### config.mk
export PLATFORM = sky130hd
export DESIGN_NAME = bsc_exec
export DESIGN_NICKNAME = d
export VERILOG_FILES = /design/src/bsc_pkg.sv /design/src/bsc_exec.sv
export VERILOG_INCLUDE_DIRS = /design/src
export SDC_FILE = /design/constraint.sdc
export NUM_CORES = 1
export LEC_CHECK = 0
export BUFFER_PORTS_ARGS = -buffer_cell sky130_fd_sc_hd__buf_4
export CAP_MARGIN = 40
export CORE_ASPECT_RATIO = 1.25
export CORE_MARGIN = 4
export CORE_UTILIZATION = 35
export DETAILED_ROUTE_END_ITERATION = 12
export SLEW_MARGIN = 20
export SYNTH_ARGS = -nofsm -noshare
export SYNTH_HDL_FRONTEND = slang
export SYNTH_SLANG_ARGS = --single-unit
### constraint.sdc
create_clock -name clk_i -period 1 [get_ports clk_i]
set_input_delay 0.2 -clock clk_i [delete_from_list [all_inputs] [get_ports clk_i]]
set_output_delay 0.2 -clock clk_i [all_outputs]
set_load 0.01 [all_outputs]
### src/bsc_map.svh
// constants for the bit-skip and call execution block
// Functional notes
// - opcode 0111 tests bit, skips when high
// - taken skip flushes prefetch, runs no-operation
// - file address 0..31, bit select 0..7
// - call pushes incremented program counter first
// - opcode 1001 loads immediate into pc low
// - status bits 6:5 copy to pc 10:9
// - call clears program counter bit 8
// - call takes two cycles, second flushes
`ifndef BSC_MAP_SVH
`define BSC_MAP_SVH
`define BSC_OP_HI          11
`define BSC_OP_LO          8
`define BSC_OP_SKIP_HIGH   4'h7
`define BSC_OP_CALL        4'h9
`define BSC_BIT_HI         7
`define BSC_BIT_LO         5
`define BSC_FILE_HI        4
`define BSC_FILE_LO        0
`define BSC_IMM_HI         7
`define BSC_IMM_LO         0
`define BSC_STAT_PAGE_HI   6
`define BSC_STAT_PAGE_LO   5
`define BSC_PC_PAGE_HI     10
`define BSC_PC_PAGE_LO     9
`define BSC_PC_HALF        8
`define BSC_PC_RESET       11'h000
`define BSC_PC_STEP        11'h001
`define BSC_PC_SKIP        11'h002
`define BSC_WORD_NOP       12'h000
`endif

### src/bsc_pkg.sv
// types for the bit-skip and call execution block
package bsc_pkg;
	typedef enum logic [1:0]
	{
		BSC_EXEC  = 2'b00,
		BSC_FLUSH = 2'b01
	} bsc_state_t;

	// one push toward the return stack
	typedef struct packed
	{
		logic        valid;
		logic [10:0] addr;
	} bsc_push_t;

	// operand fetch toward the file registers
	typedef struct packed
	{
		logic       valid;
		logic [4:0] addr;
		logic [2:0] bit_sel;
	} bsc_fetch_t;
endpackage

### src/bsc_exec.sv
// execution of the bit-test skip and the subroutine call
`timescale 1ns/100ps
`include "bsc_map.svh"
module bsc_exec
#(
	parameter int PC_W   = 11,
	parameter int WORD_W = 12,
	parameter int DATA_W = 8
)
(
	input  wire logic               clk_i,
	input  wire logic               reset_n_i,
	input  wire logic [WORD_W-1:0]  instr_i,
	input  wire logic               instr_valid_i,
	input  wire logic [DATA_W-1:0]  file_data_i,
	input  wire logic [DATA_W-1:0]  status_i,
	// the operand request and the return push each pulse for one cycle
	output bsc_pkg::bsc_fetch_t     file_req_o,
	output bsc_pkg::bsc_push_t      return_stack_top_o,
	output logic [PC_W-1:0]         pc_o,
	output logic                    flush_o,
	output logic                    busy_o
);

	logic                 rst_meta;
	logic                 rst_n;
	logic                 next_rst_meta;
	logic                 next_rst_n;

	bsc_pkg::bsc_state_t  state;
	bsc_pkg::bsc_state_t  next_state;
	logic                 flush;
	logic                 next_flush;
	logic [PC_W-1:0]      pc;
	logic [PC_W-1:0]      next_pc;
	bsc_pkg::bsc_push_t   push;
	bsc_pkg::bsc_push_t   next_push;
	bsc_pkg::bsc_fetch_t  freq;
	bsc_pkg::bsc_fetch_t  next_freq;

	// decoded view of the word in execute
	logic [3:0]           opcode;
	logic [4:0]           file_addr;
	logic [2:0]           bit_sel;
	logic                 bit_high;
	logic                 take;
	logic                 is_skip;
	logic                 is_call;
	logic                 skip_hit;

	// release is synchronised so every flop reset by rst_n leaves reset on the same edge
	always_comb
	begin
		next_rst_meta = 1'b1;
		next_rst_n    = rst_meta;
	end

	always_ff @(posedge clk_i or negedge reset_n_i)
	begin
		if (!reset_n_i)
		begin
			rst_meta <= 1'b0;
			rst_n    <= 1'b0;
		end
		else
		begin
			rst_meta <= next_rst_meta;
			rst_n    <= next_rst_n;
		end
	end

	// operand fields; file_data_i is the addressed register, read in the same cycle
	always_comb
	begin
		opcode    = instr_i[`BSC_OP_HI:`BSC_OP_LO];
		file_addr = instr_i[`BSC_FILE_HI:`BSC_FILE_LO];
		bit_sel   = instr_i[`BSC_BIT_HI:`BSC_BIT_LO];
		bit_high  = file_data_i[bit_sel];
		// a word offered in the flush cycle is the discarded prefetch
		take      = instr_valid_i && (state == bsc_pkg::BSC_EXEC);
		is_skip   = take && (opcode == `BSC_OP_SKIP_HIGH);
		is_call   = take && (opcode == `BSC_OP_CALL);
		skip_hit  = is_skip && bit_high;
	end

	// a taken skip or a call buys exactly one flush cycle, never two in a row
	always_comb
	begin
		next_state = bsc_pkg::BSC_EXEC;
		next_flush = 1'b0;
		case (state)
			bsc_pkg::BSC_EXEC:
			begin
				if (skip_hit || is_call)
				begin
					next_state = bsc_pkg::BSC_FLUSH;
					next_flush = 1'b1;
				end
			end
			bsc_pkg::BSC_FLUSH:
			begin
				// the fetched word runs as a no-operation
				next_state = bsc_pkg::BSC_EXEC;
			end
			default:
			begin
				// unused code: fall back to execute
				next_state = bsc_pkg::BSC_EXEC;
			end
		endcase
	end

	// flush is a registered copy of the flush state, so busy_o cannot glitch
	always_ff @(posedge clk_i or negedge rst_n)
	begin
		if (!rst_n)
		begin
			state <= bsc_pkg::BSC_EXEC;
			flush <= 1'b0;
		end
		else
		begin
			state <= next_state;
			flush <= next_flush;
		end
	end

	// program counter; status_i is only read, so no flag changes here
	always_comb
	begin
		next_pc = pc;
		if (is_call)
		begin
			// target page comes from status, its lower half is forced
			next_pc[`BSC_IMM_HI:`BSC_IMM_LO] = instr_i[`BSC_IMM_HI:`BSC_IMM_LO];
			next_pc[`BSC_PC_HALF] = 1'b0;
			next_pc[`BSC_PC_PAGE_HI:`BSC_PC_PAGE_LO] =
				status_i[`BSC_STAT_PAGE_HI:`BSC_STAT_PAGE_LO];
		end
		else if (skip_hit)
		begin
			// the discarded word is counted at once, so pc stands still in the flush
			next_pc = pc + `BSC_PC_SKIP;
		end
		else if (take)
		begin
			// an untaken skip and the words of other units just step
			next_pc = pc + `BSC_PC_STEP;
		end
	end

	// pc leaves reset at the reset vector
	always_ff @(posedge clk_i or negedge rst_n)
	begin
		if (!rst_n)
		begin
			pc <= `BSC_PC_RESET;
		end
		else
		begin
			pc <= next_pc;
		end
	end

	// return address leaves as a one-cycle pulse, the stack itself sits outside
	always_comb
	begin
		next_push = '0;
		if (is_call)
		begin
			next_push.valid = 1'b1;
			next_push.addr  = pc + `BSC_PC_STEP;
		end
	end

	// pulses default to zero, so each lasts exactly one cycle
	always_ff @(posedge clk_i or negedge rst_n)
	begin
		if (!rst_n)
		begin
			push <= '0;
		end
		else
		begin
			push <= next_push;
		end
	end

	// operand request goes out for every executed bit test, taken or not
	always_comb
	begin
		next_freq = '0;
		if (is_skip)
		begin
			next_freq.valid   = 1'b1;
			next_freq.addr    = file_addr;
			next_freq.bit_sel = bit_sel;
		end
	end

	// request is registered, so it trails the tested word by one cycle
	always_ff @(posedge clk_i or negedge rst_n)
	begin
		if (!rst_n)
		begin
			freq <= '0;
		end
		else
		begin
			freq <= next_freq;
		end
	end

	// busy mirrors flush so a fetch unit can stall without decoding state
	assign pc_o               = pc;
	assign return_stack_top_o = push;
	assign file_req_o         = freq;
	assign flush_o            = flush;
	assign busy_o             = flush;
endmodule

==> results.ini, run 1 <==
[logic_synthesis]
synth_ff_type=dfrtp_1
synth_xor_area_frac=0.0499
synth_seq_cells=35
yosys.area_share.simple=0.214
synth-async-reset-ratio=1.00
netlist-cell-type-count=42
syn_area_per_cell_um2=10.1
ys_top_cells_by_area=dfrtp_1 50%, nor2_1 4.5%, xor2_1 4.0%, nand2_1 3.4%, and2_1 2.9%
synth_top_area_share=0.499
yosysWarningCount=0
syn_inst=174
yosys.area.top_type=dfrtp_1
synth-edff-count=0
synth_adder_area_share=0.0143
synth_mux_area_frac=0.0463
synth-seq-area-share=0.499
syn_area_um2=1760
synth_compound_area_frac=0.133
syn-num-nets=207
synth_top_family_by_area=simple AND/OR/NAND/NOR gates

[floorplanning]
rows=28
core_area_um2=4800
dieArea_um2=6220
die_h_um=87.2
die_w_um=71.3
ios=65
start_util=0.366

[placement]
io_buffers=58
placed_area_um2=2600
gp_congestion=0.875
dp_cells=324
place_hpwl_um=3470

[timing]
final_hold_viol_count=0
final.setup.tns_ns=-11.99
fmax_mhz=652
whs_ns=0.110
rsz0062_at_grt=true
setup_viol=48
finalCriticalPeriod_ns=1.53
finalWorstSetupSlack_ns=-0.534
maxSlewViolCount=0
clock_skew_ns=0.00587
post-route-period-util=1.53

[hold_path]
holdPathStages=3
min-delay-path-class=primary input to flip-flop

[cts]
clock-root-buffer=clkbuf_8
numClockSinks=35
htreeDepth=2
clk_path_buf_depth=2
path_clk_slew_ns=0.07
insertion_delay_ns=0.29
cts_tree=built
numCtsBuffers=5

[routing]
ant_nets=0
wl_per_cell_um=15.1
drt_iter0_drc=34
wl_um=5370
drc=0
drtPass1Iterations=4
viasPerCell=4.92
route.vias.total=1750

[flow_run]
max_cap_viol_count=0

[setup_path]
critical_path.max_fanout=3
reg2reg_depth=6
worstPathArrival_ns=1.71
end_kind=flip-flop
start_kind=flip-flop
crit_type=flip-flop to flip-flop
cp.required_ns=1.18

[layout]
layout-drive-gt1-share=0.598
final_nets=328
post-route-cell-area_um2=3210
syn2layout_area_growth_pct=83.1
diodes=0
num-fill-cells=375
final_cells=356

[global_route]
antenna_found_initial=0
grt_usage=0.186
grt_pass1_vias=1877
grt_max_degree=34
grt_pass1_wl_um=8960
grt.overflow.total=0

[run_status]
violations=setup timing
status=finished with violations

[pwr]
p_per_area_nw_per_um2=2220
power.leakage_uw=0.00154
ir_drop_v=0.00106

-- cell type report --
cell class,count,area [µm²],area share
clock buffers,6,82.6,0.0257
clock inverters,2,35.0,0.0109
inverters,1,6.26,0.00195
multi-input cells,124,975,0.303
flip-flops and latches,35,881,0.274
well taps,60,75.1,0.0234
repair buffers,128,1160,0.361
-- timing repair --
action,4_1_cts,5_1_grt
hold buffers,1,0
setup buffers,20,4
endpoints found under the hold margin,2,0
gates resized for setup,63,22
setup endpoints to repair,53,67
cloned,2,0
pin swaps,21,8
-- metal layers --
layer	GRT usage	vias to the layer above	wire, µm
met2	0.328	54	2840
met5	0	-	0
met1	0.215	841	2120
met4	0.0821	0	110
li1	-	846	-
met3	0.0381	9	299
-- cells in the final DEF (no fill, tap or decap), drive strengths merged, types with 2 or more instances in the layout --
master / instances
ha: 2
xor2: 8
dfrtp: 35
a41oi: 2
o22a: 3
nand3: 7
nor2: 21
mux2: 3
buf: 127
a2bb2oi: 4
nand4: 6
o211ai: 2
and2: 8
a21oi: 9
nor2b: 3
mux2i: 4
o21ai: 4
and3: 4
clkbuf: 6
nor3: 3
nand2: 16
a311oi: 2
o22ai: 2
xnor2: 2
-- report_power, final --
group | switching (µW) | internal [µW] | total (µW)
clock network | 525 | 806 | 1330
logic | 1670 | 2230 | 3890
registers | 276 | 1640 | 1920
-- through the flow --
| step | total power [µW] | setup WS [ns] | util |
|---|---|---|---|
| 2_1_floorplan | 3270 | -0.575 | - |
| 3_3_place_gp | 4580 | -0.611 | 0.542 |
| 3_5_place_dp | 4620 | -0.650 | 0.542 |
| 4_1_cts | 6970 | -0.479 | 0.651 |
| 5_1_grt | 7530 | -0.543 | 0.670 |
| 6_report | 7140 | -0.534 | 0.670 |
-- cell families (layout without fill, tap and decap cells) --
family,after synthesis,in the layout
and+or+nand+nor,73,73
DFF,35,35
AOI/OAI and AO/OA,31,31
buffers and inverters,15,137
xor gates and xnor gates,10,10
muxes,7,7
adders and majority gates,2,2
other,1,1
-- synthesized netlist by cell type, types with 3 or more instances --
library cell,n
nor2b_1,3
xor2_1,8
clkbuf_1,8
o22a_1,3
mux2i_1,4
and2_1,8
a21oi_1,8
nand3_1,6
o21ai_0,4
nand4_1,6
nor2_1,21
and3_1,4
nor3_1,3
a2bb2oi_1,3
dfrtp_1,35
nand2_1,16
-- registers in the layout, indices dropped and copies added, names as in the netlist --
register	count
next_rst_n	1
return_stack_top_o	12
state	1
rst_n	1
file_req_o	9
pc_o	11
-- path summary, 6_finish.rpt --
path | end | slack, ns | from
worst min-delay path | pc_o[0] | 0.11 | instr_i[0]
worst max-delay path | pc_o[4] | -0.53 | pc_o[1]
min in group asynchronous | pc_o[5] | 0.22 | rst_n
worst max register to register | pc_o[4] | -0.53 | pc_o[1]
max in group asynchronous | pc_o[3] | 0.60 | rst_n
worst min register to register | pc_o[5] | 0.22 | rst_n
-- worst max-delay path: stages, from the launching register on --
cell,delay [ns]
dfrtp_2,0.44
ha_4,0.17
nand3_4,0.10
buf_6,0.14
mux2_2,0.29
o22ai_1,0.19
a2bb2oi_1,0.10
Power figures use the tool's default switching activity.
==> run 2: changes to the inputs <==
Settings changed: CELL_PAD_IN_SITES_DETAIL_PLACEMENT set to 1, CELL_PAD_IN_SITES_GLOBAL_PLACEMENT set to 2, CORE_UTILIZATION 35 to 26, PLACE_DENSITY_LB_ADDON set to 0.1, SKIP_LAST_GASP set to 1.
==> results.ini, run 2 (same netlist as run 1, synthesis figures left out) <==
[run_status]
status=finished with violations
violations=setup timing

[global_route]
grt_pass1_vias=1901
antenna_found_initial=0
grt_max_degree=34
use_met2=0.263
grt.overflow.total=0
grt_use_met1=0.188
grt_pass1_wl_um=9590
gr-usage-met3=0.0332
grt_usage=0.156
top_usage_layer=met2

[timing]
rsz0062_at_grt=true
final_hold_viol_count=0
finalWorstSetupSlack_ns=-0.526
clock_skew_ns=0.0100
maxSlewViolCount=0
setup_viol=47
fmax_mhz=655
finalCriticalPeriod_ns=1.53
post-route-period-util=1.53

[layout]
mostFrequentLayoutCell=buf_4
syn2layout_area_growth_pct=84.9
layout-drive-gt1-share=0.603
diodes=0
post-route-cell-area_um2=3250
largest_reg_flops=12
layout_common_cells=67 x buf_4, 49 x buf_6, 31 x dfrtp_1, 15 x nor2_1, 12 x nand2_1
final_nets=319

[setup_path]
start_kind=flip-flop
critPathMostFrequentCell=nor3_1
crit_family=simple AND/OR/NAND/NOR gates
cp.required_ns=1.18
reg2reg_slack_ns=-0.53
path_buf_inv=1
critical_path.max_fanout=4
crit_type=flip-flop to flip-flop
worstPathArrival_ns=1.70
worstPathCellList=ha_4, nand3_4, nor2_4, mux2i_1, buf_4, nor3_1, nor3_1
cp_slowest_cell=dfrtp_2
max_stage_delay_ns=0.44
end_kind=flip-flop

[placement]
pre_cts_slack_ns=-0.647
gp_congestion=0.832
placed_area_um2=2610
io_buffers=58
place_hpwl_um=4290

[routing]
drc=0
wl_um=6220
route.vias.total=1758
viasPerCell=4.70
drtPass1Iterations=4
wl_per_cell_um=16.6
ant_nets=0
drt_iter0_drc=43

[floorplanning]
dieArea_um2=8140
start_util=0.267
ios=65
die_h_um=99.9
rows=33
core_area_um2=6570
die_w_um=81.5

[cts]
cts_tree=built
numCtsBuffers=5
clock-root-buffer=clkbuf_8
insertion_delay_ns=0.30
htreeDepth=2
clk_path_buf_depth=2
numClockSinks=35
path_clk_slew_ns=0.08

[flow_run]
max_cap_viol_count=0

[pwr]
ir_drop_v=0.000787
power.leakage_uw=0.00150
power.total_uw=7260
p_per_area_nw_per_um2=2240

[hold_path]
min-delay-path-class=primary input to flip-flop

==> run 2: timing repair <==
item	in CTS	in global routing
gates cloned	2	0
gates resized for setup	65	32
endpoints found under the hold margin	2	0
setup endpoints to repair	62	67
hold buffers	1	0
pin swaps	19	22
setup buffers	10	10
==> run 2: area by class of cell <==
cell class                 count  area (µm²)
tap                           87         109
timing repair buffer         119        1100
clock buffer                   7        96.3
multi-input combinational    124        1040
fill                         715        3320
sequential                    35         881
inverter                       1        11.3
clock inverter                 1        7.51
==> run 2: routing by layer <==
| metal | wire [µm] | share of wire |
|---|---|---|
| met1 | 2510 | 0.40 |
| met2 | 3230 | 0.52 |
| met3 | 280 | 0.045 |
| met4 | 189 | 0.030 |
| met5 | 0 | 0 |
==> run 2: worst paths after layout <==
path                                  from             to  depth (start not counted)
worst max-delay path               pc_o[1]       pc_o[10]                          7
worst min register to register       rst_n  file_req_o[7]                          1
worst min-delay path            instr_i[1]  file_req_o[4]                          2
max in group asynchronous            rst_n        pc_o[3]                          1
min in group asynchronous            rst_n  file_req_o[7]                          1
worst max register to register     pc_o[1]       pc_o[10]                          7
==> run 2: per-stage QoR <==
step	util	setup TNS, ns	hold WS, ns	cells
floorplan	-	-7.67	-0.0956	174
global placement	0.398	-11.87	-0.0183	346
detailed placement	0.398	-12.83	-0.0163	346
CTS	0.467	-11.74	0.120	366
global route	0.494	-14.25	0.119	374
finish	0.494	-11.28	0.123	374
==> run 2: worst register-to-register path: stages, from the launching register on <==
cell and delay, ns:
dfrtp_2 0.44, ha_4 0.17, nand3_4 0.09, nor2_4 0.14
mux2i_1 0.10, buf_4 0.16, nor3_1 0.23, nor3_1 0.08
==> run 2: power by group <==
part | switching (µW) | internal, µW
registers | 264 | 1640
logic | 1830 | 2330
clock network | 556 | 627
total | 2650 | 4600
==> run 3: changes to the inputs <==
==> constraint.sdc (replaced) <==
create_clock -name clk_i -period 1 [get_ports clk_i]
set_input_delay 0.15 -clock clk_i [delete_from_list [all_inputs] [get_ports clk_i]]
set_output_delay 0.15 -clock clk_i [all_outputs]
set_load 0.01 [all_outputs]
==> results.ini, run 3 (same netlist as run 1, synthesis figures left out) <==
[cts]
path_clk_slew_ns=0.08
insertion_delay_ns=0.29
numCtsBuffers=5
numClockSinks=35
cts_tree=built
htreeDepth=2
clock-root-buffer=clkbuf_8
clk_path_buf_depth=2

[setup_path]
reg2reg_depth=6
end_kind=flip-flop
reg2reg_slack_ns=-0.50
crit_type=flip-flop to flip-flop
r2r-start=pc_o[1]
start_kind=flip-flop
rr_endpoint=pc_o[9]
critPathCapture=pc_o[9]
worstPathArrival_ns=1.68
critical_path.max_fanout=6
cp.required_ns=1.18
crit_start=pc_o[1]

[floorplanning]
dieArea_um2=8140
rows=33
die_h_um=99.9
die_w_um=81.5
start_util=0.267
ios=65
core_area_um2=6570

[timing]
clock_skew_ns=0.00952
post-route-period-util=1.50
final_hold_viol_count=0
final.setup.tns_ns=-9.80
maxSlewViolCount=0
finalWorstSetupSlack_ns=-0.504
fmax_mhz=665
setup_viol=43
rsz0062_at_grt=true
finalCriticalPeriod_ns=1.50

[layout]
fin_util=0.484
final_nets=319
syn2layout_area_growth_pct=81.0
layout_common_cells=86 x buf_4, 30 x dfrtp_1, 26 x buf_6, 15 x nor2_1, 11 x nand2_1
layout-drive-gt1-share=0.592
largest_reg_flops=12
diodes=0
final_cells=374
mostFrequentLayoutCell=buf_4
num-fill-cells=738

[routing]
route.vias.total=1760
drt_iter0_drc=40
viasPerCell=4.71
wl_um=6130
ant_nets=0
drc=0
wl_per_cell_um=16.4
drtPass1Iterations=4

[placement]
io_buffers=58
pre_cts_slack_ns=-0.648
gp_congestion=0.808
place_hpwl_um=4330
dp_cells=348

[global_route]
grt_max_degree=34
use_met2=0.285
grt.overflow.total=0
grt_pass1_vias=1955
grt_pass1_wl_um=9780
grt_use_met1=0.180
top_usage_layer=met2
antenna_found_initial=0
gr-usage-met3=0.0323
grt_usage=0.159

[pwr]
ir_drop_v=0.000833
combPwrFrac=0.570
power.switching_uw=2610
power.total_uw=7180
p_seq_frac=0.269
switching_share=0.364
power.leakage_uw=0.00150
p_per_area_nw_per_um2=2260
pwr-share-clk=0.161
p_int_uw=4570

[run_status]
violations=setup timing
status=finished with violations

[hold_path]
holdPathStages=3
min-delay-path-class=primary input to flip-flop

[flow_run]
max_cap_viol_count=0

==> run 3: what timing repair did <==
action / CTS / global route
endpoints found under the setup margin: 44 / 45
hold buffers: 1 / 0
hold endpoints to repair: 2 / 0
gates resized for setup: 52 / 22
pin swaps: 13 / 19
setup buffers: 14 / 6
cloned: 1 / 0
==> run 3: worst min-delay path by stage <==
| stage | startpoint | endpoint | slack [ns] |
|---|---|---|---|
| after floorplan | reset_n_i | next_rst_n | -0.15 |
| after global placement | reset_n_i | next_rst_n | -0.07 |
| after detailed placement | reset_n_i | next_rst_n | -0.07 |
| after CTS | instr_i[0] | pc_o[0] | 0.07 |
| after global routing | instr_i[3] | file_req_o[6] | 0.08 |
| final | instr_i[0] | pc_o[0] | 0.08 |
==> run 3: per-stage QoR <==
stage	instance area (µm²)	hold slack, ns
after floorplan	1820	-0.146
after CTS	3080	0.0730
after global placement	2610	-0.0682
after global routing	3180	0.0797
after detailed placement	2610	-0.0663
final	3180	0.0770
==> run 3: critical path, cell delays in order, from the launching register on <==
cell	delay [ns]
dfrtp_2	0.46
ha_4	0.18
and3_4	0.18
and3_4	0.21
nand4_1	0.12
a21oi_2	0.06
o22a_1	0.19
==> run 3: cell type report <==
class,instances,area (µm²),area share
flip-flops and latches,35,882,0.278
inverters,1,6.26,0.00197
clock buffers,7,96.3,0.0303
repair buffers,119,1060,0.334
multi-input cells,124,1010,0.319
well taps,87,109,0.0343
clock inverters,1,7.51,0.00236
==> run 3: metal layers <==
layer	wire (µm)	part of all wire
met5	0	0
met4	131	0.021
met3	278	0.045
met2	3320	0.54
met1	2390	0.39
==> run 3: power by group through the flow <==
stage	sequential [µW]	clock (µW)	combinational [µW]
5_1_grt	1960	1280	4430
6_report	1930	1160	4090
3_3_place_gp	1860	0	2750
3_5_place_dp	1880	0	2870
2_1_floorplan	2030	0	1230
4_1_cts	1910	1190	3750
